==> src/fsc_pkg.sv <==
// Package for the flash security command sequencer.
// Assumes a single core clock domain; shared by the sequencer top, its checker and the testbench.
package fsc_pkg;

  // Wishbone register map (word offsets as byte addresses)
  localparam logic [7:0] FSC_CTRL_ADDR = 8'h00;
  localparam logic [7:0] FSC_CMD_ADDR = 8'h04;
  localparam logic [7:0] FSC_DATA_ADDR = 8'h08;
  localparam logic [7:0] FSC_STAT_ADDR = 8'h0C;
  localparam logic [7:0] FSC_RDATA_ADDR = 8'h10;

  // Control/status bit positions
  localparam int FSC_SEL_BIT = 0;
  localparam int FSC_RDY_BIT = 2;
  localparam int FSC_TMO_BIT = 5;
  localparam int FSC_SEC_BIT = 8;
  localparam int FSC_PGM_BIT = 9;

  // Command addresses and data
  localparam logic [15:0] FSC_UNLOCK1_ADDR = 16'hAAA8;
  localparam logic [15:0] FSC_UNLOCK2_ADDR = 16'h5554;
  localparam logic [15:0] FSC_ZERO_ADDR = 16'h0000;
  localparam logic [3:0] FSC_LOW_NIB = 4'h0;
  localparam logic [7:0] FSC_CMD_UNLOCK1 = 8'hAA;
  localparam logic [7:0] FSC_CMD_UNLOCK2 = 8'h55;
  localparam logic [7:0] FSC_CMD_RESET = 8'hF0;
  localparam logic [7:0] FSC_CMD_PROG = 8'hA0;
  localparam logic [7:0] FSC_CMD_ERASE = 8'h80;
  localparam logic [7:0] FSC_CMD_LOCK = 8'h9A;
  localparam logic [7:0] FSC_CMD_QUERY = 8'h90;
  localparam logic [7:0] FSC_CMD_CHIP = 8'h10;
  localparam logic [7:0] FSC_CMD_SECTOR = 8'h30;
  localparam logic [7:0] FSC_CMD_ZERO = 8'h00;
  localparam logic [3:0] FSC_LOCK_LAST = 4'hA;
  // Lock counter values at cycle six and at the sector address cycle
  localparam logic [3:0] FSC_LOCK_FIRST = 4'h5;
  localparam logic [3:0] FSC_LOCK_ADDR_CYC = 4'h6;

  // Fixed answer for programmer reads while secured; value arbitrary
  localparam logic [31:0] FSC_SECURED_CODE = 32'h0000_005A;

  // Embedded algorithm time limit
  localparam int FSC_CLK_MHZ = 25;
  localparam int FSC_LIMIT_US = 100;
  localparam int FSC_LIMIT_CYC = FSC_LIMIT_US * FSC_CLK_MHZ;

  // Command write carrier toward the sequencer
  typedef struct packed {
    logic [23:0] addr;
    logic [31:0] data;
  } fsc_cmd_type;

  // Sequencer states, one-hot
  typedef enum logic [8:0] {
    FSC_ST_READ = 9'h001,
    FSC_ST_UNL1 = 9'h002,
    FSC_ST_UNL2 = 9'h004,
    FSC_ST_PROG = 9'h008,
    FSC_ST_ER3 = 9'h010,
    FSC_ST_ER4 = 9'h020,
    FSC_ST_ER5 = 9'h040,
    FSC_ST_QUERY = 9'h080,
    FSC_ST_EMB = 9'h100
  } fsc_state_type;

  // Embedded operation kinds
  typedef enum logic [5:0] {
    FSC_OP_NONE = 6'h01,
    FSC_OP_PROG = 6'h02,
    FSC_OP_CHIP = 6'h04,
    FSC_OP_SECON = 6'h08,
    FSC_OP_SECOFF = 6'h10,
    FSC_OP_LOCK = 6'h20
  } fsc_op_type;

endpackage

==> src/fsc_sequencer.sv <==
// Flash security command sequencer: decodes command write sequences,
// runs embedded program/erase/secure/unsecure with a flash macro handshake.
// Assumes the flash macro answers op_start with op_done and a pass/fail level.
`timescale 1ns/10ps
`default_nettype none

// Function
// RULE_01: Security bit separate; blocks programmer array reads.
// RULE_02: Secure command programs then verifies security bit.
// RULE_03: Command writes discarded during secure/unsecure.
// RULE_04: Hardware reset aborts embedded operation immediately.
// RULE_05: Host keeps select bit stable during operation.
// RULE_06: Successful secure/unsecure returns to read mode.
// RULE_07: CPU reads array when secured, select cleared.
// RULE_08: Failure stays embedded, shown by status flags.
// RULE_09: Secured programmer reads return fixed code.
// RULE_10: Unsecure erases array then security bit.
// RULE_11: Array erase failure keeps part secured.
// RULE_12: Unsecure erases locked sectors, keeps locks.
// RULE_13: Full erase with select set means unsecure.
// RULE_14: Sector erase while secured ends immediately.
// RULE_15: Commands start with two unlock writes.
// RULE_16: F0H three-cycle or one-cycle return to read. After failure the code takes only F0H at a zero low nibble.
// RULE_17: Word write: A0H then address and word.
// RULE_18: Erase: 80H, second unlock pair, final cycle.
// RULE_19: Sector lock: 9AH, unlock pair, ten cycles.
// RULE_20: Lock query: 90H, then read lock state.
// RULE_21: Secure: A0H then code byte at zero.
// RULE_22: Select bit resets to zero.
// RULE_23: Ready flag low while busy and after failure.
// RULE_24: Timeout flag set when time limit exceeded.
// RULE_25: Host sets select bit before secure command.
// RULE_26: Mismatched write abandons sequence to read mode.
module fsc_sequencer
  import fsc_pkg::*;
(
  // Clock and reset
  input wire logic core_clk_in,
  input wire logic nrst_in,
  // Wishbone classic slave
  input wire logic wb_cyc_in,
  input wire logic wb_stb_in,
  input wire logic wb_we_in,
  input wire logic [7:0] wb_adr_in,
  input wire logic [3:0] wb_sel_in,
  input wire logic [31:0] wb_dat_in,
  output logic [31:0] wb_dat_out,
  output logic wb_ack_out,
  // Array read path
  input wire logic programmer_mode_in,
  input wire logic [31:0] array_rdata_in,
  input wire logic lock_state_in,
  // Flash macro operation handshake
  output logic op_start_out,
  output logic [5:0] op_kind_out,
  output logic [23:0] op_addr_out,
  output logic [31:0] op_data_out,
  input wire logic op_done_in,
  input wire logic op_fail_in,
  // Security bit state and ready/busy flag
  output logic secured_out,
  output logic ready_busy_flag_out
);
  import fsc_pkg::*;

  // Sequencer state and latched command
  fsc_state_type state_q;
  fsc_op_type op_q;
  fsc_cmd_type cmd_q;
  logic security_select_bit_q;
  logic secured_q;
  logic timeout_flag_q;
  logic ready_q;
  logic fail_q;
  logic phase2_q;
  logic [3:0] lock_cnt_q;
  logic [23:0] lock_addr_q;
  logic [15:0] lim_cnt_q;
  logic [31:0] rdata_q;
  logic cmd_go_q;
  // Start strobe from the decoder; the port copy lags it one clock so
  // that kind and operands are loaded in the same clock as the strobe
  logic start_q;
  // Combinational decode of the current bus request and command
  logic req;
  logic wr_cmd;
  logic [7:0] cdat;
  logic [15:0] cadr;
  logic a_unl1;
  logic a_unl2;

  // Bus request decode; ack high one cycle, then low
  assign req = wb_cyc_in && wb_stb_in && !wb_ack_out;
  assign wr_cmd = req && wb_we_in && (wb_adr_in == FSC_CMD_ADDR);
  assign cdat = cmd_q.data[7:0];
  assign cadr = cmd_q.addr[15:0];
  assign a_unl1 = (cadr == FSC_UNLOCK1_ADDR);
  assign a_unl2 = (cadr == FSC_UNLOCK2_ADDR);

  // Single-cycle ack, every address answered
  // Masking req with ack keeps one request from being taken twice
  always_ff @(posedge core_clk_in or negedge nrst_in) begin
    if (!nrst_in) begin
      wb_ack_out <= 1'b0;
    end else begin
      wb_ack_out <= req;
    end
  end

  // Read mux; unmapped addresses read zero
  // Values are those of the take edge, held until the next read
  always_ff @(posedge core_clk_in or negedge nrst_in) begin
    if (!nrst_in) begin
      wb_dat_out <= 32'h0000_0000;
    end else if (req && !wb_we_in) begin
      wb_dat_out <= 32'h0000_0000;
      case (wb_adr_in)
        FSC_CTRL_ADDR: begin
          wb_dat_out[FSC_SEL_BIT] <= security_select_bit_q;
          wb_dat_out[FSC_RDY_BIT] <= ready_q; // RULE_23
        end
        FSC_STAT_ADDR: begin
          wb_dat_out[FSC_RDY_BIT] <= ready_q;
          wb_dat_out[FSC_TMO_BIT] <= timeout_flag_q; // RULE_24
          wb_dat_out[FSC_SEC_BIT] <= secured_q;
          wb_dat_out[FSC_PGM_BIT] <= programmer_mode_in;
        end
        FSC_RDATA_ADDR: begin
          wb_dat_out <= rdata_q;
        end
        default: begin
          wb_dat_out <= 32'h0000_0000;
        end
      endcase
    end
  end

  // Select bit; steers program/erase to array or security logic
  // Not locked while busy: the host must keep it steady through a run
  always_ff @(posedge core_clk_in or negedge nrst_in) begin
    if (!nrst_in) begin
      security_select_bit_q <= 1'b0; // RULE_22
    end else if (req && wb_we_in && wb_adr_in == FSC_CTRL_ADDR && wb_sel_in[0]) begin
      security_select_bit_q <= wb_dat_in[FSC_SEL_BIT]; // RULE_05 RULE_25
    end
  end

  // Command latch: data register then command address write fires
  // Writes while busy land here but reach the macro only at a start
  always_ff @(posedge core_clk_in or negedge nrst_in) begin
    if (!nrst_in) begin
      cmd_q <= '0;
      cmd_go_q <= 1'b0;
    end else begin
      cmd_go_q <= wr_cmd;
      if (req && wb_we_in && wb_adr_in == FSC_DATA_ADDR) begin
        cmd_q.data <= wb_dat_in;
      end
      if (wr_cmd) begin
        cmd_q.addr <= wb_dat_in[23:0];
      end
    end
  end

  // Array read path with security gating
  // One clock behind the pins; bus reads see only the gated copy
  always_ff @(posedge core_clk_in or negedge nrst_in) begin
    if (!nrst_in) begin
      rdata_q <= 32'h0000_0000;
    end else if (state_q == FSC_ST_QUERY) begin
      rdata_q <= {31'h0000_0000, lock_state_in}; // RULE_20
    end else if (secured_q && programmer_mode_in) begin
      rdata_q <= FSC_SECURED_CODE; // RULE_01 RULE_09
    end else begin
      rdata_q <= array_rdata_in; // RULE_07
    end
  end

  // Command sequence decoder and embedded operation control
  always_ff @(posedge core_clk_in or negedge nrst_in) begin
    if (!nrst_in) begin
      state_q <= FSC_ST_READ; // RULE_04
      op_q <= FSC_OP_NONE;
      ready_q <= 1'b1;
      fail_q <= 1'b0;
      phase2_q <= 1'b0;
      lock_cnt_q <= 4'h0;
      lock_addr_q <= 24'h00_0000;
      start_q <= 1'b0;
    end else begin
      start_q <= 1'b0;
      case (state_q)
        // Idle: only the first unlock write starts a sequence
        FSC_ST_READ: begin
          if (cmd_go_q) begin
            if (a_unl1 && cdat == FSC_CMD_UNLOCK1) begin
              state_q <= FSC_ST_UNL1; // RULE_15
            end
          end
        end
        // Second unlock write must follow directly
        FSC_ST_UNL1: begin
          if (cmd_go_q) begin
            state_q <= (a_unl2 && cdat == FSC_CMD_UNLOCK2) ? FSC_ST_UNL2 : FSC_ST_READ; // RULE_26
          end
        end
        // Third cycle selects the command family
        FSC_ST_UNL2: begin
          if (cmd_go_q) begin
            state_q <= FSC_ST_READ; // RULE_16 RULE_26
            if (a_unl1 && cdat == FSC_CMD_PROG) begin
              state_q <= FSC_ST_PROG; // RULE_17 RULE_21
            end else if (a_unl1 && (cdat == FSC_CMD_ERASE || cdat == FSC_CMD_LOCK)) begin
              op_q <= (cdat == FSC_CMD_LOCK) ? FSC_OP_LOCK : FSC_OP_CHIP; // RULE_18 RULE_19
              phase2_q <= 1'b0;
              state_q <= FSC_ST_ER3;
            end else if (a_unl1 && cdat == FSC_CMD_QUERY) begin
              state_q <= FSC_ST_QUERY; // RULE_20
            end
          end
        end
        // Fourth cycle: program word, or security bit when steered there
        FSC_ST_PROG: begin
          if (cmd_go_q) begin
            state_q <= FSC_ST_EMB;
            ready_q <= 1'b0;
            start_q <= 1'b1;
            // Select set and address zero reach the security bit; code not checked
            if (security_select_bit_q && cadr == FSC_ZERO_ADDR) begin
              op_q <= FSC_OP_SECON; // RULE_02
            end else begin
              op_q <= FSC_OP_PROG;
            end
          end
        end
        // Erase and lock share the second unlock pair
        FSC_ST_ER3: begin
          if (cmd_go_q) begin
            state_q <= (a_unl1 && cdat == FSC_CMD_UNLOCK1) ? FSC_ST_ER4 : FSC_ST_READ; // RULE_26
          end
        end
        // Cycle five; the lock counter is primed for cycle six
        FSC_ST_ER4: begin
          if (cmd_go_q) begin
            state_q <= (a_unl2 && cdat == FSC_CMD_UNLOCK2) ? FSC_ST_ER5 : FSC_ST_READ;
            lock_cnt_q <= FSC_LOCK_FIRST;
          end
        end
        // Final erase cycle, or cycles six to ten of a lock
        FSC_ST_ER5: begin
          if (cmd_go_q) begin
            state_q <= FSC_ST_READ;
            if (op_q == FSC_OP_LOCK) begin
              // Cycles 6..10 of the lock sequence
              lock_cnt_q <= lock_cnt_q + 4'h1;
              state_q <= FSC_ST_ER5;
              // Cycle seven carries the sector address
              if (lock_cnt_q == FSC_LOCK_ADDR_CYC) begin
                lock_addr_q <= cmd_q.addr; // RULE_19
              end
              // Cycles eight to ten need a zero low nibble
              if (lock_cnt_q == FSC_LOCK_FIRST && !(a_unl1 && cdat == FSC_CMD_LOCK)) begin
                state_q <= FSC_ST_READ;
              end else if (lock_cnt_q > FSC_LOCK_ADDR_CYC && cmd_q.addr[3:0] != FSC_LOW_NIB) begin
                state_q <= FSC_ST_READ;
              end else if (lock_cnt_q == FSC_LOCK_LAST - 4'h1) begin
                state_q <= FSC_ST_EMB;
                ready_q <= 1'b0;
                start_q <= 1'b1;
              end
            end else if (a_unl1 && cdat == FSC_CMD_CHIP) begin
              state_q <= FSC_ST_EMB;
              ready_q <= 1'b0;
              start_q <= 1'b1;
              phase2_q <= 1'b0;
              op_q <= security_select_bit_q ? FSC_OP_SECOFF : FSC_OP_CHIP; // RULE_13 RULE_10
            end else if (cdat == FSC_CMD_SECTOR && !secured_q) begin
              state_q <= FSC_ST_EMB;
              ready_q <= 1'b0;
              start_q <= 1'b1;
              op_q <= FSC_OP_CHIP;
            end else if (cdat == FSC_CMD_SECTOR) begin
              state_q <= FSC_ST_READ; // RULE_14
            end
          end
        end
        // Lock query holds until a reset command
        FSC_ST_QUERY: begin
          // Lock state follows read address; leave only by reset command
          if (cmd_go_q && cdat == FSC_CMD_RESET) begin
            state_q <= FSC_ST_READ;
          end
        end
        FSC_ST_EMB: begin // RULE_03
          // Writes while busy are dropped; after failure only F0H leaves
          if (fail_q) begin
            if (cmd_go_q && cdat == FSC_CMD_RESET && cmd_q.addr[3:0] == FSC_LOW_NIB) begin
              state_q <= FSC_ST_READ; // RULE_08
              fail_q <= 1'b0;
              ready_q <= 1'b1;
            end
          // Running out of time counts as a failed step
          end else if (op_done_in || lim_cnt_q == FSC_LIMIT_CYC[15:0]) begin
            if (op_fail_in || lim_cnt_q == FSC_LIMIT_CYC[15:0]) begin
              fail_q <= 1'b1; // RULE_08 RULE_11
            end else if (op_q == FSC_OP_SECOFF && !phase2_q) begin
              phase2_q <= 1'b1; // RULE_10 RULE_12
              start_q <= 1'b1;
            end else begin
              state_q <= FSC_ST_READ; // RULE_06
              ready_q <= 1'b1;
            end
          end
        end
        // Illegal one-hot codes fall back to idle
        default: begin
          state_q <= FSC_ST_READ;
        end
      endcase
    end
  end

  // Time limit counter and timeout flag
  // Counting stops at the limit, so the flag cannot wrap back to zero
  always_ff @(posedge core_clk_in or negedge nrst_in) begin
    if (!nrst_in) begin
      lim_cnt_q <= 16'h0000;
      timeout_flag_q <= 1'b0;
    end else if (state_q != FSC_ST_EMB || start_q) begin
      lim_cnt_q <= 16'h0000;
      timeout_flag_q <= 1'b0;
    end else if (!fail_q && lim_cnt_q != FSC_LIMIT_CYC[15:0]) begin
      lim_cnt_q <= lim_cnt_q + 16'h0001;
    end else if (!fail_q) begin
      timeout_flag_q <= 1'b1; // RULE_24
    end
  end

  // Security bit state, changed only by successful embedded steps
  // Volatile copy: a hardware reset clears it with everything else
  always_ff @(posedge core_clk_in or negedge nrst_in) begin
    if (!nrst_in) begin
      secured_q <= 1'b0;
    end else if (state_q == FSC_ST_EMB && !fail_q && op_done_in && !op_fail_in) begin
      if (op_q == FSC_OP_SECON) begin
        secured_q <= 1'b1; // RULE_02
      end else if (op_q == FSC_OP_SECOFF && phase2_q) begin
        secured_q <= 1'b0; // RULE_11
      end
    end
  end

  // Operation descriptor toward the flash macro, loaded with the strobe
  // so that writes dropped while busy never disturb a running step
  always_ff @(posedge core_clk_in or negedge nrst_in) begin
    if (!nrst_in) begin
      op_start_out <= 1'b0;
      op_kind_out <= FSC_OP_NONE;
      op_addr_out <= 24'h00_0000;
      op_data_out <= 32'h0000_0000;
      secured_out <= 1'b0;
      ready_busy_flag_out <= 1'b1;
    end else begin
      op_start_out <= start_q; // RULE_03
      if (start_q) begin
        op_kind_out <= (op_q == FSC_OP_SECOFF && phase2_q) ? FSC_OP_SECON : op_q;
        op_addr_out <= (op_q == FSC_OP_LOCK) ? lock_addr_q : cmd_q.addr;
        op_data_out <= cmd_q.data;
      end
      secured_out <= secured_q;
      ready_busy_flag_out <= ready_q;
    end
  end

endmodule
`default_nettype wire

==> config.mk <==
export PLATFORM = sky130hd
export DESIGN_NAME = fsc_sequencer
export DESIGN_NICKNAME = d
export VERILOG_FILES = /design/src/fsc_pkg.sv /design/src/fsc_sequencer.sv
export SDC_FILE = /design/constraint.sdc
export NUM_CORES = 1
export LEC_CHECK = 0
export BUFFER_PORTS_ARGS = -buffer_cell sky130_fd_sc_hd__buf_4
export CAP_MARGIN = 5
export CORE_UTILIZATION = 45
export CTS_BUF_LIST = sky130_fd_sc_hd__clkbuf_4 sky130_fd_sc_hd__clkbuf_8 sky130_fd_sc_hd__clkbuf_16
export DETAILED_ROUTE_END_ITERATION = 6
export GPL_TIMING_DRIVEN = 0
export PLACE_DENSITY_LB_ADDON = 0.2
export SLEW_MARGIN = 20
export SYNTH_ARGS = -nofsm -noshare
export SYNTH_HDL_FRONTEND = slang
export SYNTH_SLANG_ARGS = --single-unit
export TNS_END_PERCENT = 1
==> constraint.sdc <==
create_clock -name core_clk_in -period 3.25 [get_ports core_clk_in]
set_input_delay 0.1625 -clock core_clk_in [delete_from_list [all_inputs] [get_ports core_clk_in]]
set_output_delay 0.1625 -clock core_clk_in [all_outputs]
set_load 0.01 [all_outputs]
; ---- Yosys cells after proc, flatten, opt, wreduce, memory -nomap -nowiden
; Index checks and enable logic that the tools add are counted.
[word_totals]
register_bits = 253
input_bits = 85
out_inout_bits = 98
word_cells = 251
[classes]
magnitude_cmp = 1
addsub = 2
reduce_logical = 58
n_eq_ne = 62
n_mux = 104
[op_table]
columns = operator, count
row1 = 9-bit 2-to-1 mux, 20
row2 = 9-bit one-hot mux with 9 select lines, 1
row3 = 6-bit 2-to-1 mux, 11
row4 = 32-bit 2-to-1 mux, 2
row5 = 8-bit == test (second input constant), 6
row6 = 1-bit 2-to-1 mux, 45
row7 = 2-bit inequality test (second input constant), 18
row8 = 16-bit 2-to-1 mux, 2
row9 = 1-bit logical AND, 28
row10 = 24-bit 2-to-1 mux, 1
row11 = 8-bit 2-to-1 mux, 3
row12 = 3-bit inequality test (second input constant), 8
row13 = 22-bit 2-to-1 mux, 1
row14 = 11-bit AND reduction, 2
row15 = 6-bit one-hot mux with 3 select lines, 1
row16 = 16-bit by 1-bit adder with 16-bit output (second input constant), 1
row17 = 16-bit by 12-bit == test with 1-bit output (second input constant), 1
row18 = 16-bit by 15-bit == test with 1-bit output (second input constant), 1
row19 = 16-bit == test (second input constant), 1
row20 = 8-bit by 4-bit == test with 1-bit output (second input constant), 2
row21 = 8-bit by 5-bit == test with 1-bit output (second input constant), 2
row22 = 16-bit logical NOT, 1
row23 = 4-bit 2-to-1 mux, 4
row24 = 16-bit by 12-bit inequality test with 1-bit output (second input constant), 1
row25 = other kinds (42), 64

; ---- Longest topological paths before layout
; Gate-level depths: netlist (run 1).
[logic_depth]
ltp_word = 8
mapped_depth = 9
mapped_depth_nobuf = 8

; ---- Worst setup path after synthesis (run 1)
; No wires, ideal clock.
[synth_timing]
path_type = reg-to-reg
from = register cmd_q, in the netlist cadr[4]
to = register op_q[1]
path_buffers = 1
period_less_slack_ns = 2.731
arrival_time_ns = 2.606
required_ns = 3.125
slack_ns = 0.519
path_stages_with_launch = 8
setup_ns = 0.125
path_cell_list = dfrtp_1 > or4_4 > or4_4 > o21ai_4 > o221ai_2 > or4_1 > buf_6 > mux2_4
[synth_via]
elab_chain_len = 6
elab_cells_between_ends = 16
cone_classes = eq/ne (4) / mux (6) / reduce/logical (6)
[synth_lines]
columns = element, line_no
row1 = start: declaration, fsc_sequencer.sv:69  ; fsc_cmd_type cmd_q;
row2 = 16-bit == test, fsc_sequencer.sv:97  ; assign a_unl1 = (cadr == FSC_UNLOCK1_ADDR);
row3 = 1-bit logical AND, fsc_sequencer.sv:271  ; end else if (a_unl1 && cdat == FSC_CMD_CHIP) begin
row4 = 6-bit 2-to-1 mux, fsc_sequencer.sv:271
row5 = 6-bit 2-to-1 mux, fsc_sequencer.sv:253  ; if (op_q == FSC_OP_LOCK) begin
row6 = 6-bit 2-to-1 mux, fsc_sequencer.sv:251  ; if (cmd_go_q) begin
row7 = 6-bit one-hot mux with 3 select lines, fsc_sequencer.sv:192  ; case (state_q)
row8 = end signal: assignment, fsc_sequencer.sv:214  ; op_q <= (cdat == FSC_CMD_LOCK) ? FSC_OP_LOCK : FSC_OP_CHIP;
row9 = end signal: assignment, fsc_sequencer.sv:276  ; op_q <= security_select_bit_q ? FSC_OP_SECOFF : FSC_OP_CHIP;
row10 = end: declaration, fsc_sequencer.sv:68  ; fsc_op_type op_q;
; Several ways; a longest one is shown, not always the timed one. The select of a mux whose other input is x is not followed.
; A chain may end at the register's enable or synchronous reset.

; ---- Worst setup path after layout (run 1)
[layout_timing]
from = register state_q[1]
to = register lock_addr_q[16]
[layout_via]
elab_chain_len = 2
[layout_lines]
columns = element, line_no
row1 = start: declaration, fsc_sequencer.sv:67  ; fsc_state_type state_q;
row2 = start signal: assignment, fsc_sequencer.sv:204  ; state_q <= (a_unl2 && cdat == FSC_CMD_UNLOCK2) ? FSC_ST_UNL2 : FSC_ST_READ;
row3 = start signal: assignment, fsc_sequencer.sv:239  ; state_q <= (a_unl1 && cdat == FSC_CMD_UNLOCK1) ? FSC_ST_ER4 : FSC_ST_READ;
row4 = start signal: assignment, fsc_sequencer.sv:245  ; state_q <= (a_unl2 && cdat == FSC_CMD_UNLOCK2) ? FSC_ST_ER5 : FSC_ST_READ;
row5 = 9-bit by 7-bit == test with 1-bit output, fsc_sequencer.sv:192
row6 = 4-bit AND reduction (no source line), -
row7 = end signal: assignment, fsc_sequencer.sv:259  ; lock_addr_q <= cmd_q.addr;
row8 = end: declaration, fsc_sequencer.sv:77  ; logic [23:0] lock_addr_q;
; Every way passes these cells.

==> flow_summary.toml, run 1 <==
[yosys]
postSynthCellCount = 962
synth_fp_nets = 1052
ys_seq_elements = 253
seq_area_frac_synth_pct = 58.0
synth_ff_type = "dfrtp_1"
syn_area_per_cell_sq_um = 11.3
synthArstFlopShare_pct = 100
syn_area_sq_um = 10900
synth_warnings = 0
synth_cell_types = 63
synth_edf_count = 0

[global_route]
overflow = 0
grt_max_degree = 97
grt_pass1_wl_microns = 42900
first_global_vias = 8144
grt_usage_pct = 21.9
antenna_found_initial = 0

[routing]
wirelength_microns = 27000
ant_nets = 0
drc_errors = 0
firstDrtPassIters = 6
vias = 8289
drt_iter0_markers = 432
wl_per_cell_microns = 17.1
viasPerCell = 5.24

[layout]
final_cell_mix = "dfrtp_1, buf_4, nand2_1, mux2_2, nor2_1"
drive_above_1_share_pct = 30.8
num-nets-final = 1331
areaGrowthSynthToFinish_pct = 31.3
fin_util_pct = 60.7
final_common_cell = "dfrtp_1"
diodes = 0

[clock_tree]
htreeDepth = 1
clock_path_buffers = 3
clock_sinks = 253
postCtsSetupRepairBufs = 0
clkTransAtPathRegs_ns = 0.06
numCtsBuffers = 27
worstSkewPairLatency_ns = 0.52
cts_tree = "built"
clockRootBuffer = "clkbuf_16"

[run_status]
run_status = "complete, no violations"

[critical_path]
crit_type = "flip-flop to flip-flop"
cp-end-kind = "flip-flop"
reg2reg_to = "lock_addr_q[16]"
cp-startpoint = "state_q[1]"
worst_setup_path_start_kind = "flip-flop"
ff2ff_setup_slack_ns = 0.20
reg2regPathDepth = 7
r2r-start = "state_q[1]"
worstPathMaxFanout = 10
cp.arrival_ns = 3.46
crit_required_ns = 3.66
setup.worst_path.end = "lock_addr_q[16]"

[place]
routabilityCongestion = 0.863
pre_cts_ws_ns = 0.107
hpwl_microns = 18700
numPortBuffers = 179

[floorplanning]
core-area_sq_um = 23600
io_pins = 183
die_h_microns = 158
start_util_pct = 46.2
die_area_sq_um = 24900
rows = 56
fp.dieW_microns = 158

[sta]
final-max-slew-violation-count = 0
worstMarginPinSlew_ns = 0.982
hold_viol_final = 0
fmax_ghz = 0.328
finalSetupViolations = 0
slew_headroom_pct = 34.3
fin_crit_ns = 3.05
fin_ws_ns = 0.200
skew_ns = 0.0148
rsz0062_at_grt = "false"
fin_crit_sh_pct = 93.8

[power_and_ir_drop]
p_leak_nw = 7.02
finalPower_mw = 6.64
ir_drop_v = 0.000437
power.density_nw_per_um2 = 463

[flow_run]
cap_violations = 0

[min_path]
min_from = "op_fail_in"
hp-class = "input pin to flip-flop"
-- power breakdown --
part           internal, mW  leakage (nW)  switching [mW]
registers              3.19          3.43          0.0241
clock network          1.87         0.461            1.24
logic                 0.173          3.13           0.146
-- routing by layer --
layer | GRT usage [%] | wire length (microns)
met5 | 0 | 0
met2 | 35.9 | 12800
met4 | 5.46 | 512
met3 | 3.97 | 1570
met1 | 29.9 | 12100
-- flip-flops by register name, summed over array words and instances, names as in the netlist, 4 cells and up --
register / cells
cmd_q: 32
op_data_out: 32
rdata_q: 32
wb_dat_out: 32
lock_addr_q: 24
op_addr_out: 24
cadr: 16
lim_cnt_q: 16
state_q: 9
cdat: 8
op_kind_out: 6
op_q: 6
lock_cnt_q: 4
-- cells by family (layout without fill, tap and decap cells) --
| logic type | Yosys count | in the layout | share of synthesized area, % |
|---|---|---|---|
| fa+ha+maj | 5 | 5 | 0.573 |
| xor+xnor | 14 | 14 | 1.12 |
| mux | 130 | 130 | 13.5 |
| flops | 253 | 253 | 58.0 |
| simple gates | 399 | 399 | 18.0 |
| compound gates | 96 | 96 | 5.97 |
| buf+inv | 65 | 365 | 2.74 |
-- timing repair --
action / 4_1_cts / 5_1_grt
setup endpoints to repair: 0 / 5
gates resized for setup: 0 / 1
hold endpoints to repair: 170 / 0
hold buffers: 69 / 0
-- Yosys cell counts (all sizes together) (10+ instances only) --
cell / count / area (sq um)
dfrtp: 248 / 6210
nand2: 133 / 499
mux2: 127 / 1450
nor2: 80 / 300
nand3: 45 / 230
clkbuf: 36 / 135
and2: 33 / 208
a31oi: 30 / 188
nor3: 25 / 135
nand4: 24 / 150
a21oi: 18 / 90.1
inv: 17 / 63.8
buf: 12 / 100
o21ai: 11 / 66.3
or4: 11 / 93.8
and3: 10 / 62.6
-- per-stage QoR --
step | hold WS (ns) | instances | setup TNS, ns | instance area (sq um)
final | 0.0215 | 1581 | 0 | 14300
after global routing | 0.0422 | 1581 | 0 | 14300
after global placement | 0.360 | 1460 | -12.46 | 12700
after CTS | 0.00419 | 1581 | 0 | 14300
after floorplan | -0.133 | 962 | 0 | 10900
after detailed placement | 0.174 | 1462 | 0 | 12700
-- worst max-delay path: stages (launching register included) --
cell and delay (ns):
dfrtp_1 0.35, buf_4 0.16, or4_4 0.53, or4_1 0.43, buf_4 0.18, nor3_2 0.52
buf_2 0.38, mux2_2 0.37
-- cell type report --
type | instances | area [sq um]
Fill cell | 1915 | 9270
Multi-Input combinational cell | 644 | 4290
Timing Repair Buffer | 250 | 2100
Clock buffer | 37 | 795
Clock inverter | 13 | 124
Tap cell | 319 | 399
Sequential cell | 253 | 6340
Inverter | 17 | 63.8
Buffer | 48 | 235
-- worst min path at each step --
stage          depth (start not counted)            end
6_report                               4        start_q
5_1_grt                                4        start_q
4_1_cts                                4  wb_dat_out[5]
3_5_place_dp                           1   lim_cnt_q[7]
3_3_place_gp                           0   op_start_out
2_1_floorplan                          0        cadr[0]
Power figures use the tool's default switching activity.
==> inputs of run 2 (changes only) <==
Settings changed: REMOVE_ABC_BUFFERS from default to 1, SETUP_SLACK_MARGIN from default to 0.3.
==> run 2 against run 1 <==
Effect of this change:
- critical path type unchanged
- sequential share of layout area fell by 0.28 points
- largest cell class unchanged
- global-route usage fell by 0.61 points
- design area rose by 0.69%
==> flow_summary.toml, run 2 (synthesis results as in run 1) <==
[run_status]
run_status = "complete, no violations"

[sta]
rsz0062_at_grt = "true"
hold_ws_ns = 0.0646
slew_headroom_pct = 46.8
skew_ns = 0.0106
fin_crit_ns = 3.00
fmax_ghz = 0.334
hold_viol_final = 0
fin_ws_ns = 0.252
finalSetupViolations = 0
final-max-slew-violation-count = 0
fin_crit_sh_pct = 92.2
setup_tns_ns = 0
worstMarginPinSlew_ns = 0.790

[layout]
num-nets-final = 1303
final_common_cell = "dfrtp_1"
diodes = 0
fin_util_pct = 61.1
final_cells = 1553
areaGrowthSynthToFinish_pct = 32.2
final_cell_mix = "dfrtp_1, buf_4, nand2_1, mux2_2, nor2_1"
drive_above_1_share_pct = 32.7
final_area_sq_um = 14400

[clock_tree]
cts_tree = "built"
clock_sinks = 253
clockRootBuffer = "clkbuf_16"
numCtsBuffers = 28
clkTransAtPathRegs_ns = 0.06
clock_path_buffers = 3
htreeDepth = 1
worstSkewPairLatency_ns = 0.53

[global_route]
grt_usage_pct = 21.3
first_global_vias = 8028
grt_max_degree = 96
overflow = 0
antenna_found_initial = 0
grt_pass1_wl_microns = 42100

[routing]
wirelength_microns = 26300
viasPerCell = 5.24
drc_errors = 0
vias = 8140
wl_per_cell_microns = 17.0
firstDrtPassIters = 4
drt_iter0_markers = 434
ant_nets = 0

[critical_path]
crit_type = "flip-flop to flip-flop"
crit_required_ns = 3.66
cp.arrival_ns = 3.41
worstPathMaxFanout = 6
critPathSlowestCell = "or4_1"
crit_path_cell_trace = "or4_4, or4_4, o21ai_4, o221ai_2, or4_1, mux2_4"
ff2ff_setup_slack_ns = 0.25
cpPeakStageDelay_ns = 0.61
crit_top_cell = "or4_4"
worst_setup_path_start_kind = "flip-flop"
cp-end-kind = "flip-flop"

[floorplanning]
die_h_microns = 158
start_util_pct = 46.2
fp.dieW_microns = 158
core-area_sq_um = 23600
rows = 56
io_pins = 183
die_area_sq_um = 24900

[place]
hpwl_microns = 17400
dp.cells = 1427
routabilityCongestion = 0.842
numPortBuffers = 179
pre_cts_ws_ns = 0.0263
place_area_sq_um = 12700

[power_and_ir_drop]
finalPower_mw = 6.72
p_leak_nw = 7.07
ir_drop_v = 0.000429
power.density_nw_per_um2 = 465

[min_path]
hp-class = "input pin to flip-flop"

[flow_run]
cap_violations = 0
run 2: what timing repair did:
action                                  4_1_cts  5_1_grt
endpoints found under the setup margin       32       16
hold buffers                                 71        0
resized for setup                             0        5
cloned                                        0        1
pin swaps                                     1        1
buffers inserted                              3        0
hold endpoints to repair                    163        0
run 2: cell type report:
type	count	area (sq um)
clock buffer	41	866
multi-input combinational	645	4350
inverter	17	63.8
fill	1925	9180
sequential	253	6340
timing repair buffer	268	2340
clock inverter	10	83.8
tap	319	399
run 2: path summary, 6_finish.rpt:
| path | depth (start not counted) | from | to |
|---|---|---|---|
| worst min-delay path | 3 | wb_we_in | security_select_bit_q |
| worst max-delay path | 6 | cadr[4] | op_q[2] |
| worst max register to register | 6 | cadr[4] | op_q[2] |
| min in group asynchronous | 2 | nrst_in | lim_cnt_q[7] |
| max in group asynchronous | 4 | nrst_in | lock_addr_q[9] |
| worst min register to register | 0 | ready_q | ready_busy_flag_out |
run 2: critical path, delay by kind of cell, from the launching register on:
kind	cells	cell delay [ns]
and+or+nand+nor	3	1.77
DFF	1	0.43
muxes	1	0.36
AOI/OAI and AO/OA	2	0.32
run 2: routing by layer:
layer / global-route usage (%) / part of all wire, % / vias up
met3: 4.90 / 6.9 / 25
met5: 0 / 0 / -
met1: 29.0 / 45 / 4028
li1: - / - / 3895
met4: 3.10 / 1.1 / 0
met2: 35.2 / 47 / 192
run 2: report_power, final:
part           internal (mW)  switching, mW  leakage (nW)  total, mW
combinational          0.176          0.148          3.17      0.324
clock                   1.92           1.26         0.476       3.18
sequential              3.19         0.0233          3.43       3.22
==> inputs of run 3 (changes only) <==
Settings changed: CTS_BUF_LIST sky130_fd_sc_hd__clkbuf_4 sky130_fd_sc_hd__clkbuf_8 sky130_fd_sc_hd__clkbuf_16 to sky130_fd_sc_hd__clkbuf_8, CTS_CLUSTER_SIZE from default to 25.
==> run 3 against run 2 <==
Effect of this change:
- combinational power hardly changed
- global-route usage grew 0.37 points
- hold slack worse by 0.011 ns
- design area down 0.99%
- die area unchanged
- critical path depth is the same
- non-clock buffer count unchanged
- sequential power hardly changed
- core utilization fell by 0.60 points
- sequential share of layout area up 0.44 points
- critical path type unchanged
- largest power group unchanged
- highest routed layer unchanged
==> flow_summary.toml, run 3 (synthesis results as in run 1) <==
[sta]
fin_crit_ns = 2.90
rsz0062_at_grt = "true"
worstMarginPinSlew_ns = 0.900
fmax_ghz = 0.345
skew_ns = 0.0110
fin_crit_sh_pct = 89.2
hold_viol_final = 0
slew_headroom_pct = 39.1
final-max-slew-violation-count = 0
finalSetupViolations = 0
hold_ws_ns = 0.0534

[layout]
final_common_cell = "dfrtp_1"
multiInputGateArea_sq_um = 4350
areaGrowthSynthToFinish_pct = 30.9
drive_above_1_share_pct = 32.6
diodes = 0
nFillCells = 1980
final_cell_mix = "dfrtp_1, buf_4, nand2_1, mux2_2, nor2_1"
num-nets-final = 1319
regArea_sq_um = 6340
final_area_sq_um = 14300

[routing]
drt_iter0_markers = 430
wl_per_cell_microns = 16.9
drc_errors = 0
viasPerCell = 5.21
firstDrtPassIters = 4
ant_nets = 0
vias = 8221
wirelength_microns = 26600

[critical_path]
ff2ff_setup_slack_ns = 0.35
worst_setup_path_start_kind = "flip-flop"
crit_required_ns = 3.67
cp-startpoint = "state_q[3]"
r2r-start = "state_q[3]"
reg2regPathDepth = 6
crit_type = "flip-flop to flip-flop"
reg2reg_to = "state_q[1]"
worstPathMaxFanout = 10
cp.arrival_ns = 3.32
cp-end-kind = "flip-flop"

[clock_tree]
numCtsBuffers = 44
clkTransAtPathRegs_ns = 0.06
worstSkewPairLatency_ns = 0.54
htreeDepth = 2
cts_tree = "built"
clock_path_buffers = 3
clock_sinks = 253
clockRootBuffer = "clkbuf_8"

[power_and_ir_drop]
clockPowerShare_pct = 42.9
p_seq_share_pct = 51.9
power.density_nw_per_um2 = 434
ir_drop_v = 0.000313
p_comb_share_pct = 5.2
cellInternalPower_mw = 4.79
power.switching_mw = 1.42
p_leak_nw = 7.09
power.share.switching_pct = 22.8
finalPower_mw = 6.20

[floorplanning]
core-area_sq_um = 23600
rows = 56
start_util_pct = 46.2
die_h_microns = 158
fp.dieW_microns = 158
io_pins = 183
die_area_sq_um = 24900

[place]
hpwl_microns = 17400
routabilityCongestion = 0.842
place_area_sq_um = 12700
numPortBuffers = 179

[run_status]
run_status = "complete, no violations"

[flow_run]
cap_violations = 0

[min_path]
min_from = "wb_we_in"
min_to = "security_select_bit_q"
whs_path_depth = 3
hp-class = "input pin to flip-flop"

[global_route]
grt_usage_pct = 21.6
grt_max_degree = 96
grt_pass1_wl_microns = 42400
overflow = 0
antenna_found_initial = 0
first_global_vias = 8165
## run 3: cell types whose count changed in the layout (fill, tap and decap cells not counted), moves of 2 or more
cell and delta:
inv_1 +19, clkbuf_16 -29, clkbuf_4 -4, clkinvlp_4 -2, clkbuf_8 +43
## run 3: worst max path at each step
| stage | endpoint | cells past startpoint |
|---|---|---|
| after CTS | op_q[4] | 6 |
| after floorplan | lock_addr_q[0] | 4 |
| after detailed placement | lock_addr_q[10] | 5 |
| after global placement | lim_cnt_q[15] | 6 |
| final | state_q[1] | 6 |
| after global routing | state_q[5] | 6 |
## run 3: layout make-up
class	instances	share of cell area (%)
Sequential cell	253	44.4
Timing Repair Buffer	268	16.3
Clock inverter	25	0.709
Tap cell	319	2.79
Inverter	17	0.446
Clock buffer	51	4.91
Multi-Input combinational cell	645	30.4
## run 3: per-layer routing
| metal | up-vias | wire, microns | share of wire, % | global-route usage, % |
|---|---|---|---|---|
| met4 | 0 | 370 | 1.4 | 5.04 |
| met2 | 226 | 12400 | 46 | 34.8 |
| met1 | 4025 | 12000 | 45 | 29.2 |
| met3 | 34 | 1870 | 7.0 | 5.72 |
| li1 | 3936 | - | - | - |
| met5 | - | 0 | 0 | 0 |
## run 3: per-stage QoR
stage	TNS, ns	std cells	util, %	setup slack (ns)
floorplan	0	914	-	0.0331
global placement	-106.15	1412	52.6	-1.44
detailed placement	0	1427	53.8	0.0263
CTS	0	1577	60.4	0.119
global route	0	1578	60.5	0.176
finish	0	1578	60.5	0.350
## run 3: worst max-delay path: stages, from the launching register on
cell and delay [ns]:
dfrtp_1 0.49, nor4_1 0.72, nand4_1 0.51, nor2_1 0.30, a21oi_1 0.09, nand3_1 0.29, mux2_2 0.38
## run 3: repair_timing
item                       4_1_cts  5_1_grt
setup endpoints to repair       32       16
setup buffers                    3        0
hold endpoints to repair       163        0
resized for setup                0        6
pin swaps                        1        1
hold buffers                    71        0
gates cloned                     0        1
## run 3: power groups by stage
stage,Sequential [mW],Clock (mW),Combinational [mW]
final,3.22,2.66,0.323
after global routing,3.22,2.89,0.360
after CTS,3.22,2.75,0.329
after detailed placement,3.27,0,0.258
after global placement,3.27,0,0.243
after floorplan,3.27,0,0.0557
